**src/logic/ccg_pkg.sv**
```systemverilog
package ccg_pkg;

  // Register bus shape
  localparam int ADDR_W = 16;
  localparam int DATA_W = 8;

  // Register addresses
  localparam logic [ADDR_W-1:0] SLOW_OSC_MODE_ADDR = 16'hff58;
  localparam logic [ADDR_W-1:0] PERIPH_DIV_ADDR    = 16'hfff3;
  localparam logic [ADDR_W-1:0] STAB_SEL_ADDR      = 16'hfff4;
  localparam logic [ADDR_W-1:0] CPU_DIV_ADDR       = 16'hfffb;

  // Reset values
  localparam logic [DATA_W-1:0] CPU_DIV_RST    = 8'h02;
  localparam logic [DATA_W-1:0] PERIPH_DIV_RST = 8'h02;
  localparam logic [DATA_W-1:0] SLOW_OSC_RST   = 8'h00;

  // Implemented bits; all others are fixed zero
  localparam logic [DATA_W-1:0] CPU_DIV_MASK    = 8'h02;
  localparam logic [DATA_W-1:0] PERIPH_DIV_MASK = 8'h03;
  localparam logic [DATA_W-1:0] SLOW_OSC_MASK   = 8'h01;
  localparam logic [DATA_W-1:0] STAB_SEL_MASK   = 8'h03;

  // Field positions
  localparam int CPU_DIV_BIT1_POS   = 1;
  localparam int PERIPH_DIV_LO_POS  = 0;
  localparam int SLOW_OSC_HALT_POS  = 0;
  localparam int STAB_SEL_LO_POS    = 0;

  // Stabilization waits, as powers of two of system clock periods
  localparam int STAB_EXP_00 = 10;
  localparam int STAB_EXP_01 = 12;
  localparam int STAB_EXP_10 = 15;
  localparam int STAB_EXP_11 = 17;
  localparam int STAB_CNT_W  = 18;

  // Prescaler
  localparam int PRESC_W            = 4;
  localparam int MIN_INSTR_CPU_CLKS = 2;

  typedef enum logic [1:0] {
    CLK_SRC_HIGH_INT,
    CLK_SRC_CRYSTAL,
    CLK_SRC_EXT,
    CLK_SRC_RSVD
  } ccg_clk_src_t;

  typedef enum logic [2:0] {
    S_START,
    S_RUN,
    S_STOP,
    S_OSC_WAIT,
    S_STAB
  } ccg_state_t;

endpackage : ccg_pkg

```
**src/logic/ccg_prescaler.sv**
```systemverilog
`timescale 1ns/1ps
module ccg_prescaler
  import ccg_pkg::*;
(
  // Clock and reset
  input  wire logic       clk,
  input  wire logic       reset,
  // Configuration
  input  wire logic       runEn,
  input  wire logic [1:0] periphExp,
  input  wire logic [2:0] cpuExp,
  // Clock enables
  output logic            periphTick,
  output logic            cpuTick
);

  logic [PRESC_W-1:0] cnt_reg;
  logic [PRESC_W-1:0] cnt_next;
  logic [PRESC_W-1:0] periphMask;
  logic [PRESC_W-1:0] cpuMask;
  logic               periphHit;
  logic               cpuHit;

  // Free-running counter keeps both enables in one phase
  assign cnt_next   = cnt_reg + PRESC_W'(1);
  assign periphMask = PRESC_W'((5'h01 << periphExp) - 5'h01);
  assign cpuMask    = PRESC_W'((5'h01 << cpuExp) - 5'h01);
  assign periphHit  = (cnt_reg & periphMask) == periphMask;
  assign cpuHit     = (cnt_reg & cpuMask) == cpuMask;

  always_ff @(posedge clk or posedge reset)
  begin
    if (reset)
    begin
      cnt_reg    <= '0;
      periphTick <= 1'b0;
      cpuTick    <= 1'b0;
    end
    else
    begin
      cnt_reg    <= cnt_next;
      periphTick <= runEn && periphHit;
      cpuTick    <= runEn && cpuHit;
    end
  end

  a_periph_half : assert property (@(posedge clk) disable iff (reset)
    (periphTick && $past(periphExp) == 2'h1) |-> $past(cnt_reg[0]))
    else $error("peripheral half rate tick off phase");

  a_periph_quarter : assert property (@(posedge clk) disable iff (reset)
    (periphTick && $past(periphExp) == 2'h2)
      |-> $past(cnt_reg[1:0]) == 2'h3)
    else $error("peripheral quarter rate tick off phase");

  a_cpu_divide : assert property (@(posedge clk) disable iff (reset)
    (cpuTick && $past(cpuExp) == 3'h4) |-> $past(cnt_reg) == 4'hf)
    else $error("cpu divide by sixteen tick off phase");

endmodule : ccg_prescaler

```
**src/logic/ccg_clock_control.sv**
```systemverilog
`timescale 1ns/1ps
// Notes on behaviour
// - Reset loads both divider registers with 02H
// - CPU clock from three divider bits
// - Peripheral divider 01H gives half system clock
// - Peripheral divider 02H gives quarter system clock
// - Divider registers take bit and byte writes
// - Shortest instruction spans two CPU clocks
// - Locked slow oscillator ignores mode writes
// - Locked slow oscillator fixes watchdog clock source
// - Slow oscillator mode resets 00H, bit/byte writes
// - Halt bit stops slow oscillator when allowed
// - Selected wait only after STOP with crystal
// - No wait for internal or external clock
// - Stabilization select accepts byte writes only
// - Stabilization select has no reset value
// - Codes select 2^10, 2^12, 2^15, 2^17 cycles
// - Wait counts from oscillation start only
// - Reset start uses option byte source and wait
// - System clock source chosen by option byte
module ccg_clock_control
  import ccg_pkg::*;
#(
  parameter logic [STAB_CNT_W-1:0] STAB_CYC_00 = STAB_CNT_W'(1) << STAB_EXP_00,
  parameter logic [STAB_CNT_W-1:0] STAB_CYC_01 = STAB_CNT_W'(1) << STAB_EXP_01,
  parameter logic [STAB_CNT_W-1:0] STAB_CYC_10 = STAB_CNT_W'(1) << STAB_EXP_10,
  parameter logic [STAB_CNT_W-1:0] STAB_CYC_11 = STAB_CNT_W'(1) << STAB_EXP_11
)
(
  // Clock and reset
  input  wire logic              clk,
  input  wire logic              reset,
  // Register access
  input  wire logic [ADDR_W-1:0] regAddr,
  input  wire logic              byteWrite,
  input  wire logic [DATA_W-1:0] wrData,
  input  wire logic              bitWrite,
  input  wire logic [2:0]        bitIndex,
  input  wire logic              bitValue,
  input  wire logic              readEn,
  output logic [DATA_W-1:0]      rdData,
  output logic                   rdValid,
  // Option byte settings
  input  wire logic [1:0]        optClkSource,
  input  wire logic [1:0]        optStabSel,
  input  wire logic              optSoftStopAllowed,
  // CPU standby and oscillator status
  input  wire logic              stopMode,
  input  wire logic              oscStartedAsync,
  // Clock enables and controls
  output logic                   cpuTick,
  output logic                   periphTick,
  output logic                   instrTick,
  output logic [1:0]             sysClkSel,
  output logic                   slowOscRun,
  output logic                   wdtSrcFixedSlow,
  output logic                   stabWaiting,
  output logic                   cpuRunning
);

  localparam int INSTR_W = $clog2(MIN_INSTR_CPU_CLKS);

  logic [DATA_W-1:0]     cpuDiv_reg;
  logic [DATA_W-1:0]     periphDiv_reg;
  logic [DATA_W-1:0]     slowOsc_reg;
  logic [DATA_W-1:0]     stabSel_reg;
  logic [DATA_W-1:0]     cpuDiv_next;
  logic [DATA_W-1:0]     periphDiv_next;
  logic [DATA_W-1:0]     slowOsc_next;
  logic [DATA_W-1:0]     stabSel_next;
  ccg_state_t            state_reg;
  ccg_state_t            state_next;
  logic [STAB_CNT_W-1:0] stabCnt_reg;
  logic [STAB_CNT_W-1:0] stabCnt_next;
  logic                  fromReset_reg;
  logic                  fromReset_next;
  logic [INSTR_W-1:0]    instrCnt_reg;
  logic                  oscSync1_reg;
  logic                  oscSync2_reg;
  logic                  cpuTickInt;
  logic                  periphTickInt;

  // Address decode
  logic                  hitCpuDiv;
  logic                  hitPeriphDiv;
  logic                  hitSlowOsc;
  logic                  hitStabSel;
  logic [DATA_W-1:0]     bitMask;
  logic [DATA_W-1:0]     readMux;

  assign hitCpuDiv    = regAddr == CPU_DIV_ADDR;
  assign hitPeriphDiv = regAddr == PERIPH_DIV_ADDR;
  assign hitSlowOsc   = regAddr == SLOW_OSC_MODE_ADDR;
  assign hitStabSel   = regAddr == STAB_SEL_ADDR;
  assign bitMask      = DATA_W'(8'h01) << bitIndex;

  // Bit write merges into the old value, byte write wins when both
  function automatic logic [DATA_W-1:0] merge_write(
    input logic [DATA_W-1:0] oldVal,
    input logic              doByte,
    input logic              doBit,
    input logic [DATA_W-1:0] byteVal,
    input logic [DATA_W-1:0] bMask,
    input logic              bVal,
    input logic [DATA_W-1:0] implMask
  );
    logic [DATA_W-1:0] newVal;
    newVal = oldVal;
    if (doByte)
      newVal = byteVal;
    else if (doBit)
      newVal = bVal ? (oldVal | bMask) : (oldVal & ~bMask);
    return newVal & implMask;
  endfunction : merge_write

  assign cpuDiv_next = merge_write(cpuDiv_reg, byteWrite && hitCpuDiv,
    bitWrite && hitCpuDiv, wrData, bitMask, bitValue, CPU_DIV_MASK);
  assign periphDiv_next = merge_write(periphDiv_reg,
    byteWrite && hitPeriphDiv, bitWrite && hitPeriphDiv, wrData, bitMask,
    bitValue, PERIPH_DIV_MASK);
  // Writes dropped while the option byte locks the oscillator on
  assign slowOsc_next = merge_write(slowOsc_reg,
    byteWrite && hitSlowOsc && optSoftStopAllowed,
    bitWrite && hitSlowOsc && optSoftStopAllowed, wrData, bitMask,
    bitValue, SLOW_OSC_MASK);
  // Single bit manipulation has no effect here
  assign stabSel_next = merge_write(stabSel_reg, byteWrite && hitStabSel,
    1'b0, wrData, bitMask, bitValue, STAB_SEL_MASK);

  assign readMux = hitCpuDiv    ? cpuDiv_reg :
                   hitPeriphDiv ? periphDiv_reg :
                   hitSlowOsc   ? slowOsc_reg :
                   hitStabSel   ? stabSel_reg : 8'h00;

  always_ff @(posedge clk or posedge reset)
  begin
    if (reset)
    begin
      cpuDiv_reg    <= CPU_DIV_RST;
      periphDiv_reg <= PERIPH_DIV_RST;
      slowOsc_reg   <= SLOW_OSC_RST;
      rdData        <= 8'h00;
      rdValid       <= 1'b0;
    end
    else
    begin
      cpuDiv_reg    <= cpuDiv_next;
      periphDiv_reg <= periphDiv_next;
      slowOsc_reg   <= slowOsc_next;
      rdData        <= readEn ? readMux : 8'h00;
      rdValid       <= readEn;
    end
  end

  // Left without reset: contents undefined until software writes
  always_ff @(posedge clk)
  begin
    stabSel_reg <= stabSel_next;
  end

  // Divide ratio decode; prohibited peripheral code acts as quarter rate
  logic [1:0] periphExp;
  logic [2:0] cpuExp;
  logic [1:0] ppBits;

  assign ppBits    = periphDiv_reg[PERIPH_DIV_LO_POS +: 2];
  assign periphExp = (ppBits == 2'h0) ? 2'h0 :
                     (ppBits == 2'h1) ? 2'h1 : 2'h2;
  assign cpuExp    = {1'b0, periphExp} +
                     (cpuDiv_reg[CPU_DIV_BIT1_POS] ? 3'h2 : 3'h0);

  // Oscillator start flag crosses from the analog side
  always_ff @(posedge clk or posedge reset)
  begin
    if (reset)
    begin
      oscSync1_reg <= 1'b0;
      oscSync2_reg <= 1'b0;
    end
    else
    begin
      oscSync1_reg <= oscStartedAsync;
      oscSync2_reg <= oscSync1_reg;
    end
  end

  // Stabilization wait selection
  logic [STAB_CNT_W-1:0] regStabCycles;
  logic [STAB_CNT_W-1:0] optStabCycles;
  logic [1:0]            regStabCode;
  logic                  srcIsCrystal;

  assign regStabCode   = stabSel_reg[STAB_SEL_LO_POS +: 2];
  assign regStabCycles = (regStabCode == 2'h0) ? STAB_CYC_00 :
                         (regStabCode == 2'h1) ? STAB_CYC_01 :
                         (regStabCode == 2'h2) ? STAB_CYC_10 : STAB_CYC_11;
  assign optStabCycles = (optStabSel == 2'h0) ? STAB_CYC_00 :
                         (optStabSel == 2'h1) ? STAB_CYC_01 :
                         (optStabSel == 2'h2) ? STAB_CYC_10 : STAB_CYC_11;
  assign srcIsCrystal  = optClkSource == CLK_SRC_CRYSTAL;

  always_comb
  begin
    state_next     = state_reg;
    stabCnt_next   = stabCnt_reg;
    fromReset_next = fromReset_reg;
    unique case (state_reg)
      S_START:
      begin
        fromReset_next = 1'b1;
        state_next     = srcIsCrystal ? S_OSC_WAIT : S_RUN;
      end
      S_RUN:
      begin
        if (stopMode)
          state_next = S_STOP;
      end
      S_STOP:
      begin
        if (!stopMode)
        begin
          fromReset_next = 1'b0;
          state_next     = srcIsCrystal ? S_OSC_WAIT : S_RUN;
        end
      end
      S_OSC_WAIT:
      begin
        // Time before oscillation starts is not counted
        if (oscSync2_reg)
        begin
          state_next   = S_STAB;
          stabCnt_next = fromReset_reg ? optStabCycles :
                                         regStabCycles;
        end
      end
      S_STAB:
      begin
        if (stabCnt_reg <= STAB_CNT_W'(1))
          state_next = S_RUN;
        else
          stabCnt_next = stabCnt_reg - STAB_CNT_W'(1);
      end
    endcase
  end

  always_ff @(posedge clk or posedge reset)
  begin
    if (reset)
    begin
      state_reg     <= S_START;
      stabCnt_reg   <= '0;
      fromReset_reg <= 1'b1;
    end
    else
    begin
      state_reg     <= state_next;
      stabCnt_reg   <= stabCnt_next;
      fromReset_reg <= fromReset_next;
    end
  end

  ccg_prescaler u_prescaler (
    .clk        (clk),
    .reset      (reset),
    .runEn      (state_reg == S_RUN),
    .periphExp  (periphExp),
    .cpuExp     (cpuExp),
    .periphTick (periphTickInt),
    .cpuTick    (cpuTickInt)
  );

  // Registered control outputs
  always_ff @(posedge clk or posedge reset)
  begin
    if (reset)
    begin
      cpuTick         <= 1'b0;
      periphTick      <= 1'b0;
      instrTick       <= 1'b0;
      instrCnt_reg    <= '0;
      sysClkSel       <= CLK_SRC_HIGH_INT;
      slowOscRun      <= 1'b1;
      wdtSrcFixedSlow <= 1'b0;
      stabWaiting     <= 1'b0;
      cpuRunning      <= 1'b0;
    end
    else
    begin
      cpuTick    <= cpuTickInt;
      periphTick <= periphTickInt;
      if (cpuTickInt)
      begin
        if (instrCnt_reg == INSTR_W'(MIN_INSTR_CPU_CLKS - 1))
          instrCnt_reg <= '0;
        else
          instrCnt_reg <= instrCnt_reg + INSTR_W'(1);
      end
      instrTick <= cpuTickInt &&
                   (instrCnt_reg == INSTR_W'(MIN_INSTR_CPU_CLKS - 1));
      sysClkSel <= optClkSource;
      slowOscRun <= !optSoftStopAllowed ||
                    !slowOsc_reg[SLOW_OSC_HALT_POS];
      wdtSrcFixedSlow <= !optSoftStopAllowed;
      stabWaiting <= (state_next == S_OSC_WAIT) || (state_next == S_STAB);
      cpuRunning  <= state_next == S_RUN;
    end
  end

  a_reset_dividers : assert property (@(posedge clk) disable iff (reset)
    $fell(reset) |-> cpuDiv_reg == CPU_DIV_RST &&
                      periphDiv_reg == PERIPH_DIV_RST &&
                      slowOsc_reg == SLOW_OSC_RST)
    else $error("reset values wrong after release");

  a_bit_write_div : assert property (@(posedge clk) disable iff (reset)
    (bitWrite && !byteWrite && hitCpuDiv && bitIndex == 3'h1)
      |=> cpuDiv_reg[CPU_DIV_BIT1_POS] == $past(bitValue))
    else $error("bit write to cpu divider lost");

  a_locked_osc : assert property (@(posedge clk) disable iff (reset)
    (!optSoftStopAllowed && (byteWrite || bitWrite) && hitSlowOsc)
      |=> $stable(slowOsc_reg) ##1 slowOscRun)
    else $error("locked slow oscillator register changed");

  a_wdt_fixed : assert property (@(posedge clk) disable iff (reset)
    !optSoftStopAllowed |=> wdtSrcFixedSlow)
    else $error("watchdog source not fixed");

  a_halt_bit : assert property (@(posedge clk) disable iff (reset)
    (optSoftStopAllowed && byteWrite && hitSlowOsc && wrData[0])
      |=> ##1 !slowOscRun)
    else $error("slow oscillator not stopped");

  a_stab_byte_only : assert property (@(posedge clk) disable iff (reset)
    (bitWrite && !byteWrite) |=> $stable(stabSel_reg))
    else $error("bit write changed stabilization select");

  a_fixed_zero : assert property (@(posedge clk) disable iff (reset)
    (byteWrite && wrData == 8'hff && (hitCpuDiv || hitPeriphDiv))
      |=> (cpuDiv_reg & ~CPU_DIV_MASK) == 8'h00 &&
          (periphDiv_reg & ~PERIPH_DIV_MASK) == 8'h00)
    else $error("fixed zero bit became set");

  a_no_wait : assert property (@(posedge clk) disable iff (reset)
    (state_reg == S_STOP && !stopMode && !srcIsCrystal)
      |=> state_reg == S_RUN ##1 cpuRunning)
    else $error("wait inserted for non crystal source");

  a_osc_hold : assert property (@(posedge clk) disable iff (reset)
    (state_reg == S_OSC_WAIT && !oscSync2_reg) |=> state_reg == S_OSC_WAIT)
    else $error("wait started before oscillation");

  a_stab_load : assert property (@(posedge clk) disable iff (reset)
    (state_reg == S_OSC_WAIT && oscSync2_reg && !fromReset_reg)
      |=> state_reg == S_STAB && stabCnt_reg == $past(regStabCycles))
    else $error("stabilization count loaded wrong");

  a_stab_end : assert property (@(posedge clk) disable iff (reset)
    (state_reg == S_STAB && stabCnt_reg == STAB_CNT_W'(1))
      |=> state_reg == S_RUN ##1 cpuRunning && !stabWaiting)
    else $error("stabilization wait did not end");

  a_reset_start : assert property (@(posedge clk) disable iff (reset)
    (state_reg == S_OSC_WAIT && oscSync2_reg && fromReset_reg)
      |=> stabCnt_reg == $past(optStabCycles))
    else $error("reset start ignored option wait");

endmodule : ccg_clock_control

```
**config.mk**
```make
export PLATFORM = sky130hd
export DESIGN_NAME = ccg_clock_control
export DESIGN_NICKNAME = d
export VERILOG_FILES = /design/src/logic/ccg_pkg.sv /design/src/logic/ccg_prescaler.sv /design/src/logic/ccg_clock_control.sv
export SDC_FILE = /design/constraint.sdc
export NUM_CORES = 1
export LEC_CHECK = 0
export BUFFER_PORTS_ARGS = -buffer_cell sky130_fd_sc_hd__buf_2
export CAP_MARGIN = 20
export CELL_PAD_IN_SITES_DETAIL_PLACEMENT = 1
export CELL_PAD_IN_SITES_GLOBAL_PLACEMENT = 1
export CORE_MARGIN = 2
export CORE_UTILIZATION = 26
export DETAILED_ROUTE_END_ITERATION = 7
export PLACE_DENSITY_LB_ADDON = 0.1
export SETUP_SLACK_MARGIN = 0.5
export SYNTH_ARGS = -nofsm -noshare
export SYNTH_HDL_FRONTEND = slang
export SYNTH_SLANG_ARGS = --single-unit
export TNS_END_PERCENT = 20
```
**constraint.sdc**
```tcl
create_clock -name clk -period 3.91 [get_ports clk]
set_clock_uncertainty 0.1 [all_clocks]
set_input_delay 0.1955 -clock clk [delete_from_list [all_inputs] [get_ports clk]]
set_output_delay 0.1955 -clock clk [all_outputs]
set_load 0.05 [all_outputs]
```
==> impl_metrics.py, run 1 <==
metrics = {
    "synth": {
        "ys.warnings.count": 0,
        "ys_ff_latch": 49,
        "synthCells": 255,
        "ys_types": 54,
        "yosysTopAreaCellShare_pct": 42.5,
        "synth_area_per_cell_sq_um": 9.93,
        "synth.most_common_cell": "dfrtp_1",
        "synth_seq_area_share_pct": 49.0,
        "yosys.area.top_type": "dfrtp_1",
        "synth_flop_cell": "dfrtp_1",
        "syn-cell-area_sq_um": 2530,
        "synth_edf_count": 2,
        "synthTopCellsByCount": "dfrtp_1 (43), nand2_1 (23), nor2_1 (16)",
        "synth.area.top_cells": "dfrtp_1 (42%), dfstp_2 (4.2%), nand2_1 (3.4%)",
        "async_reset_ff_share_pct": 95.9,
    },
    "global_routing": {
        "use_met3_pct": 2.98,
        "top_usage_layer": "met2",
        "met1_usage_pct": 15.7,
        "grt_first_pass_wirelength_mm": 10.3,
        "grt_use_met2_pct": 21.2,
        "track_usage_pct": 12.4,
        "grt_max_degree": 48,
        "gr-total-overflow": 0,
        "antenna_found_initial": 0,
        "grt_pass1_vias": 2150,
    },
    "drt": {
        "vias": 2059,
        "drtAntennaViolNets": 0,
        "firstDrtPassIters": 4,
        "route.detailed.drc": 0,
        "viasPerCell": 4.66,
        "wl_per_cell_um": 13.7,
        "drt_first_iter_violations": 30,
        "drt-total-wl_mm": 6.07,
    },
    "placed_design": {
        "gp_congestion": 0.709,
        "dp.final_hpwl_mm": 4.44,
        "numPortBuffers": 45,
    },
    "power": {
        "ir_worst_vdd_uv": 134,
        "total_power_uw": 1900,
        "power.leakage_uw": 0.00136,
        "cellPowerDensity_nw_per_um2": 621,
    },
    "flow_run": {
        "maxCapViolations": 0,
    },
    "cells_and_area": {
        "fillCellCount": 1116,
        "drive_gt1_share_pct": 22.0,
        "n_antenna_cell": 0,
        "multiInputGateArea_sq_um": 1180,
        "final-seq-area_sq_um": 1240,
        "nets": 354,
        "area_delta_synth_final_pct": 20.8,
        "largest_reg_flops": 18,
    },
    "clock_tree": {
        "cts_resized": 0,
        "cts_tree": "built",
        "post_cts_buffers": 0,
        "clk_pin_slew_worst_paths_ps": 100,
        "htree_num_levels": 2,
        "clock-root-buffer": "clkbuf_8",
        "clk_path_buf_depth": 2,
        "cts-buffers-inserted": 5,
        "cts.sinks": 49,
        "clk_latency_ps": 300,
        "cts_hold_buf": 6,
    },
    "timing": {
        "report.final.slew_viol_count": 0,
        "max_freq_ghz": 0.358,
        "setup-tns-final_ps": 0,
        "hold_viol": 0,
        "finalCritPeriodShare_pct": 71.4,
        "slew-limit-headroom_pct": 29.3,
        "setup_viol": 0,
        "grt_setup_unrepaired": "false",
        "period_needed_ps": 2790,
        "worstMarginPinSlew_ps": 1050,
    },
    "worst_hold_path": {
        "hold_start": "regAddr[3]",
        "worst_hold_path_type": "in -> reg",
        "min_path_cells": 3,
        "holdPathEnd": "cpuDiv_reg[1]",
    },
    "critical_path": {
        "rrSetupSlack_ps": 1120,
        "critPathCaptureType": "register",
        "r2r_end": "stabCnt_reg[15]",
        "timing.rr.start": "stabCnt_reg[10]",
        "cp-start-kind": "register",
        "required_ps": 4000,
        "criticalPathCategory": "reg -> reg",
        "arrival_ps": 2880,
        "crit_fanout": 22,
        "reg2reg_depth": 5,
    },
    "outcome": {
        "status": "completed",
    },
    "die": {
        "core-area_sq_um": 9590,
        "initial_core_util_pct": 26.4,
        "die_w_um": 103,
        "fp-row-count": 36,
        "die_area_sq_um": 10500,
        "pin_count": 58,
        "fp.dieH_um": 103,
    },
}
[stage by stage]
step / instances / setup slack [ps] / area (sq um) / hold WS [ps] / util [%]
4_1_cts: 439 / 1100 / 3020 / 1.95 / 31.5
6_report: 442 / 1120 / 3060 / 140 / 31.9
3_5_place_dp: 425 / 1120 / 2860 / 206 / 29.8
5_1_grt: 442 / 1000 / 3060 / 166 / 31.9
2_1_floorplan: 260 / 1530 / 2550 / 127 / -
3_3_place_gp: 425 / 1100 / 2860 / 204 / 29.8
[power by group]
part / internal (uW) / total (uW) / switching [uW]
clock network: 160 / 335 / 174
registers: 639 / 766 / 127
logic: 288 / 801 / 513
total: 1090 / 1900 / 815
[placed cells by master (no fill, tap or decap), drive strengths merged, types with 8 or more instances in the layout]
cell,instances
nor3,8
dlygate4sd3,8
nand3,10
o21ai,16
or4,10
dfrtp,43
nand2,24
a21oi,10
nor2,16
inv,12
buf,46
[critical path, cell delays in order, from the launching register on]
cell and delay (ps):
dfrtp_1 430, or4_4 550, or4_1 640, o21ai_4 540, nor2_1 110, a211o_1 310
[per-layer routing]
| metal | up-vias | routed length (um) | share of wire, % |
|---|---|---|---|
| li1 | 1019 | - | - |
| met1 | 995 | 2800 | 46 |
| met2 | 39 | 2950 | 49 |
| met3 | 6 | 236 | 3.9 |
| met4 | 0 | 78 | 1.3 |
| met5 | - | 0 | 0 |
[cells by family after synthesis]
| family | share of synthesized area (%) |
|---|---|
| AOI/OAI and AO/OA | 15.2 |
| xor gates and xnor gates | 2.42 |
| adders and majority gates | 2.96 |
| buffers and inverters | 5.09 |
| DFF | 49.0 |
| muxes | 3.31 |
| other | 0.148 |
| and+or+nand+nor | 21.9 |
[area by class of cell]
class	instances	area share [%]
Clock buffer	7	3.15
Tap cell	133	5.44
Sequential cell	49	40.6
Clock inverter	1	0.164
Multi-Input combinational cell	186	38.6
Inverter	12	1.47
Timing Repair Buffer	54	10.6
[worst max path at each step]
stage | start | to | slack (ps) | cells after the start
6_report | stabCnt_reg[10] | stabCnt_reg[15] | 1120 | 5
5_1_grt | stabCnt_reg[10] | stabCnt_reg[15] | 1000 | 5
4_1_cts | stabCnt_reg[10] | stabCnt_reg[17] | 1100 | 5
3_5_place_dp | stabCnt_reg[10] | stabCnt_reg[15] | 1120 | 5
3_3_place_gp | stabCnt_reg[10] | stabCnt_reg[17] | 1100 | 5
2_1_floorplan | stabCnt_reg[10] | stabCnt_reg[15] | 1530 | 7
Note: power is estimated with default switching activity, not from simulation.
==> run 2: changes to the inputs <==
==> constraint.sdc (replaced) <==
create_clock -name clk -period 2.7 [get_ports clk]
set_clock_uncertainty 0.1 [all_clocks]
set_input_delay 0.135 -clock clk [delete_from_list [all_inputs] [get_ports clk]]
set_output_delay 0.135 -clock clk [all_outputs]
set_load 0.05 [all_outputs]
==> impl_metrics.py, run 2 (synthesized netlist as in run 1, its figures left out) <==
metrics = {
    "global_routing": {
        "track_usage_pct": 12.8,
        "gr-total-overflow": 0,
        "grt_first_pass_wirelength_mm": 10.4,
        "grt_max_degree": 28,
        "grt_pass1_vias": 2183,
        "antenna_found_initial": 0,
    },
    "timing": {
        "hold_viol": 0,
        "worstMarginPinSlew_ps": 601,
        "period_needed_ps": 2400,
        "setup_viol": 0,
        "post-route-worst-setup-slack_ps": 298,
        "report.final.slew_viol_count": 0,
        "setup-tns-final_ps": 0,
        "finalCritPeriodShare_pct": 89.0,
        "slew-limit-headroom_pct": 59.9,
        "grt_setup_unrepaired": "true",
        "max_freq_ghz": 0.416,
    },
    "drt": {
        "route.detailed.drc": 0,
        "drt-total-wl_mm": 6.37,
        "viasPerCell": 4.62,
        "wl_per_cell_um": 13.9,
        "vias": 2124,
        "firstDrtPassIters": 4,
        "drt_first_iter_violations": 47,
        "drtAntennaViolNets": 0,
    },
    "critical_path": {
        "arrival_ps": 2490,
        "critical_path.cell_chain": "or4_4 -> or4_4 -> or4_4 -> o311ai_4 -> a21oi_1",
        "cp_slowest_cell": "or4_4",
        "timing.rr.start": "stabCnt_reg[15]",
        "cp-start-kind": "register",
        "r2r_end": "stabCnt_reg[10]",
        "reg2reg_depth": 5,
        "criticalPathCategory": "reg -> reg",
        "critPathMaxStageDelay_ps": 550,
        "required_ps": 2790,
        "critPathCaptureType": "register",
        "timing.critical_path.mode_cell": "or4_4",
        "crit_fanout": 6,
        "rrSetupSlack_ps": 300,
    },
    "placed_design": {
        "place_ws_ps": 236,
        "dp.final_hpwl_mm": 4.79,
        "placed_area_sq_um": 2930,
        "gp_congestion": 0.727,
        "numPortBuffers": 45,
    },
    "power": {
        "cellPowerDensity_nw_per_um2": 976,
        "power.leakage_uw": 0.00147,
        "ir_worst_vdd_uv": 324,
    },
    "cells_and_area": {
        "area_delta_synth_final_pct": 29.1,
        "multiInputGateArea_sq_um": 1220,
        "final_util_pct": 34.1,
        "fillCellCount": 1114,
        "drive_gt1_share_pct": 28.4,
        "mostFrequentLayoutCells": "buf_2 (45), dfrtp_1 (43), nand2_1 (23), nor2_1 (16), buf_4 (15)",
        "nets": 372,
        "layout_commonest_cell": "buf_2",
        "n_antenna_cell": 0,
        "largest_reg_flops": 18,
        "final-seq-area_sq_um": 1240,
        "fin_area_sq_um": 3270,
    },
    "die": {
        "initial_core_util_pct": 26.4,
        "core-area_sq_um": 9590,
        "pin_count": 58,
        "die_area_sq_um": 10500,
        "fp-row-count": 36,
        "fp.dieH_um": 103,
        "die_w_um": 103,
    },
    "outcome": {
        "status": "completed",
    },
    "clock_tree": {
        "clk_latency_ps": 300,
        "cts.sinks": 49,
        "clock-root-buffer": "clkbuf_8",
        "cts-buffers-inserted": 5,
        "clk_path_buf_depth": 2,
        "cts_tree": "built",
        "htree_num_levels": 2,
        "clk_pin_slew_worst_paths_ps": 100,
    },
    "worst_hold_path": {
        "holdPathEnd": "cpuDiv_reg[1]",
        "hold_start": "regAddr[3]",
        "worst_hold_path_type": "in -> reg",
        "min_path_cells": 3,
    },
    "flow_run": {
        "maxCapViolations": 0,
    },
}
-- run 2: changes by cell type in the layout (fill, tap and decap cells not counted), sizes merged --
cell and change:
clkbuf -1, inv +1, buf +18, clkinv -1, bufinv +1
-- run 2: cell type report --
| class | count | share of cell area [%] |
|---|---|---|
| sequential | 49 | 38.0 |
| multi-input combinational | 186 | 37.4 |
| timing repair buffer | 72 | 14.2 |
| tap | 133 | 5.09 |
| clock buffer | 6 | 2.87 |
| inverter | 12 | 1.38 |
| clock inverter | 2 | 1.19 |
-- run 2: power breakdown --
part           internal, uW  leakage, uW  switching [uW]
clock                   336    0.0000669             260
combinational           624     0.000789             863
sequential              926     0.000615             183
total                  1890      0.00147            1310
-- run 2: through the flow --
step / power (uW) / hold slack (ps) / instances
after CTS: 3060 / 93.9 / 454
final: 3190 / 81.4 / 460
after detailed placement: 2390 / 149 / 434
after floorplan: 2020 / 66.4 / 260
after global routing: 3450 / 88.1 / 460
after global placement: 2380 / 141 / 434
-- run 2: routing by layer --
metal  up-vias  part of all wire [%]  global-route usage [%]
met4         0                  0.75                    3.38
met5         -                     0                       0
met3         2                   3.9                    2.85
met1      1025                    48                    16.3
li1       1056                     -                       -
met2        41                    48                    21.9
-- run 2: worst max-delay path by stage --
stage                    start              end  slack [ps]
6_report       stabCnt_reg[15]  stabCnt_reg[10]         300
5_1_grt        stabCnt_reg[15]  stabCnt_reg[10]         240
4_1_cts        stabCnt_reg[10]  stabCnt_reg[10]         280
3_5_place_dp   stabCnt_reg[14]       cpuRunning         240
3_3_place_gp   stabCnt_reg[14]       cpuRunning         250
2_1_floorplan  stabCnt_reg[14]  stabCnt_reg[10]         360
-- run 2: worst max-delay path, delay by kind of cell (launching register included) --
family | cells | cell delay [ps]
simple gates | 3 | 1630
flops | 1 | 420
compound gates | 2 | 140
-- run 2: timing repair --
action / in CTS / in global routing
setup buffers: 4 / 6
pin swaps: 2 / 8
endpoints found under the hold margin: 33 / 0
endpoints found under the setup margin: 18 / 21
hold buffers: 8 / 0
resized for setup: 1 / 11
==> run 3: changes to the inputs <==
--- a/config.mk
+++ b/config.mk
@@ -9,6 +9,7 @@
 export CAP_MARGIN = 20
 export CELL_PAD_IN_SITES_DETAIL_PLACEMENT = 1
 export CELL_PAD_IN_SITES_GLOBAL_PLACEMENT = 1
+export CORE_ASPECT_RATIO = 0.8
 export CORE_MARGIN = 2
 export CORE_UTILIZATION = 26
 export DETAILED_ROUTE_END_ITERATION = 7
==> impl_metrics.py, run 3 (synthesized netlist as in run 1, its figures left out) <==
metrics = {
    "timing": {
        "post-route-worst-setup-slack_ps": 318,
        "report.final.slew_viol_count": 0,
        "grt_setup_unrepaired": "true",
        "setup-tns-final_ps": 0,
        "finalCritPeriodShare_pct": 88.2,
        "max_freq_ghz": 0.420,
        "setup_viol": 0,
        "period_needed_ps": 2380,
        "hold_viol": 0,
    },
    "power": {
        "power.leakage_uw": 0.00148,
        "ir_worst_vdd_uv": 298,
        "cellPowerDensity_nw_per_um2": 999,
    },
    "die": {
        "die_area_sq_um": 10600,
        "pin_count": 58,
        "fp.dieH_um": 92.3,
        "initial_core_util_pct": 26.5,
        "fp-row-count": 32,
        "core-area_sq_um": 9570,
        "die_w_um": 114,
    },
    "worst_hold_path": {
        "worst_hold_path_type": "in -> reg",
    },
    "clock_tree": {
        "cts_tree": "built",
        "cts.sinks": 49,
        "clock-root-buffer": "clkbuf_16",
        "cts-buffers-inserted": 5,
        "htree_num_levels": 2,
        "clk_latency_ps": 290,
        "clk_pin_slew_worst_paths_ps": 70,
        "clk_path_buf_depth": 2,
    },
    "critical_path": {
        "crit_fanout": 5,
        "cp-start-kind": "register",
        "criticalPathCategory": "reg -> reg",
        "arrival_ps": 2460,
        "timing.critical_path.mode_cell": "or4_4",
        "cp_slowest_cell": "or4_4",
        "critPathCaptureType": "register",
        "critPathMaxStageDelay_ps": 570,
        "rrSetupSlack_ps": 320,
        "critical_path.cell_chain": "or4_4 -> or4_4 -> o21ai_4 -> buf_4 -> nand2_2 -> a32o_1",
        "required_ps": 2780,
    },
    "flow_run": {
        "maxCapViolations": 0,
    },
    "cells_and_area": {
        "nets": 372,
        "area_delta_synth_final_pct": 28.5,
        "final-seq-area_sq_um": 1240,
        "fillCellCount": 1094,
        "drive_gt1_share_pct": 27.5,
        "largest_reg_flops": 18,
        "n_antenna_cell": 0,
        "layout_commonest_cell": "buf_2",
        "multiInputGateArea_sq_um": 1220,
        "mostFrequentLayoutCells": "buf_2 (45), dfrtp_1 (42), nand2_1 (22), nor2_1 (16), buf_4 (16)",
    },
    "drt": {
        "firstDrtPassIters": 4,
        "drt_first_iter_violations": 72,
        "wl_met1_mm": 3.62,
        "dr_wl_met2_mm": 2.78,
        "wl_per_cell_um": 14.9,
        "drt-total-wl_mm": 6.65,
        "route.detailed.drc": 0,
        "vias": 2124,
        "route.met3.wl_um": 189,
        "drtAntennaViolNets": 0,
        "viasPerCell": 4.76,
        "highest_layer": "met4",
    },
    "global_routing": {
        "grt_max_degree": 30,
        "track_usage_pct": 13.2,
        "gr-total-overflow": 0,
        "grt_pass1_vias": 2168,
        "grt_first_pass_wirelength_mm": 11.0,
        "antenna_found_initial": 0,
    },
    "outcome": {
        "status": "completed",
    },
    "placed_design": {
        "place_ws_ps": 262,
        "gp_congestion": 0.716,
        "dp.final_hpwl_mm": 4.88,
        "numPortBuffers": 45,
    },
}
run 3: cell types whose count changed in the layout (fill, tap and decap cells not counted), moves of 2 or more:
| cell | change |
|---|---|
| clkbuf_16 | +4 |
| clkbuf_8 | -5 |
| clkinv_2 | +2 |
| or4_1 | +3 |
| or4_4 | -3 |
run 3: per-stage QoR:
| step | total power (uW) | area, sq um | utilization [%] | hold slack [ps] | std cells |
|---|---|---|---|---|---|
| 5_1_grt | 3500 | 3250 | 34.0 | 135 | 446 |
| 4_1_cts | 3140 | 3180 | 33.2 | 69.0 | 441 |
| 6_report | 3250 | 3250 | 34.0 | 69.9 | 446 |
| 3_3_place_gp | 2440 | 2920 | 30.5 | 65.9 | 421 |
| 2_1_floorplan | 2020 | 2560 | - | 66.4 | 260 |
| 3_5_place_dp | 2450 | 2920 | 30.5 | 65.6 | 421 |
run 3: final timing paths:
check,from,cells after the start,endpoint
max,stabCnt_reg[10],6,stabCnt_reg[17]
min,regAddr[3],3,cpuDiv_reg[1]
max reg2reg,stabCnt_reg[10],6,stabCnt_reg[17]
min reg2reg,u_prescaler.periphTick,0,periphTick
max in group asynchronous,reset,4,fromReset_reg
min in group asynchronous,reset,3,stabWaiting
run 3: cell type report:
type	instances	area share (%)
clock buffer	6	3.96
clock inverter	2	0.308
inverter	12	1.38
multi-input combinational	186	37.5
sequential	49	38.2
tap	119	4.58
timing repair buffer	72	14.1
run 3: what timing repair did:
item                                    CTS  global route
endpoints found under the setup margin   18            20
buffers inserted                          4             5
hold endpoints to repair                 26             0
pin swaps                                 3             4
hold buffers                              8             0
gates resized for setup                   2             7
run 3: critical path, delay by kind of cell, from the launching register on:
family	cells	cell delay [ps]
and+or+nand+nor	3	1190
AOI/OAI and AO/OA	2	440
DFF	1	390
buffers and inverters	1	150
run 3: report_power, final:
group	internal, uW	leakage (uW)	switching (uW)	total, uW
sequential	928	0.000614	195	1120
clock	341	0.0000706	279	620
combinational	633	0.000799	873	1510
run 3: routing by layer:
| layer | up-vias | track usage (%) |
|---|---|---|
| li1 | 1055 | - |
| met1 | 1014 | 19.8 |
| met2 | 50 | 19.3 |
| met3 | 5 | 2.45 |
| met4 | 0 | 3.35 |
| met5 | - | 0 |
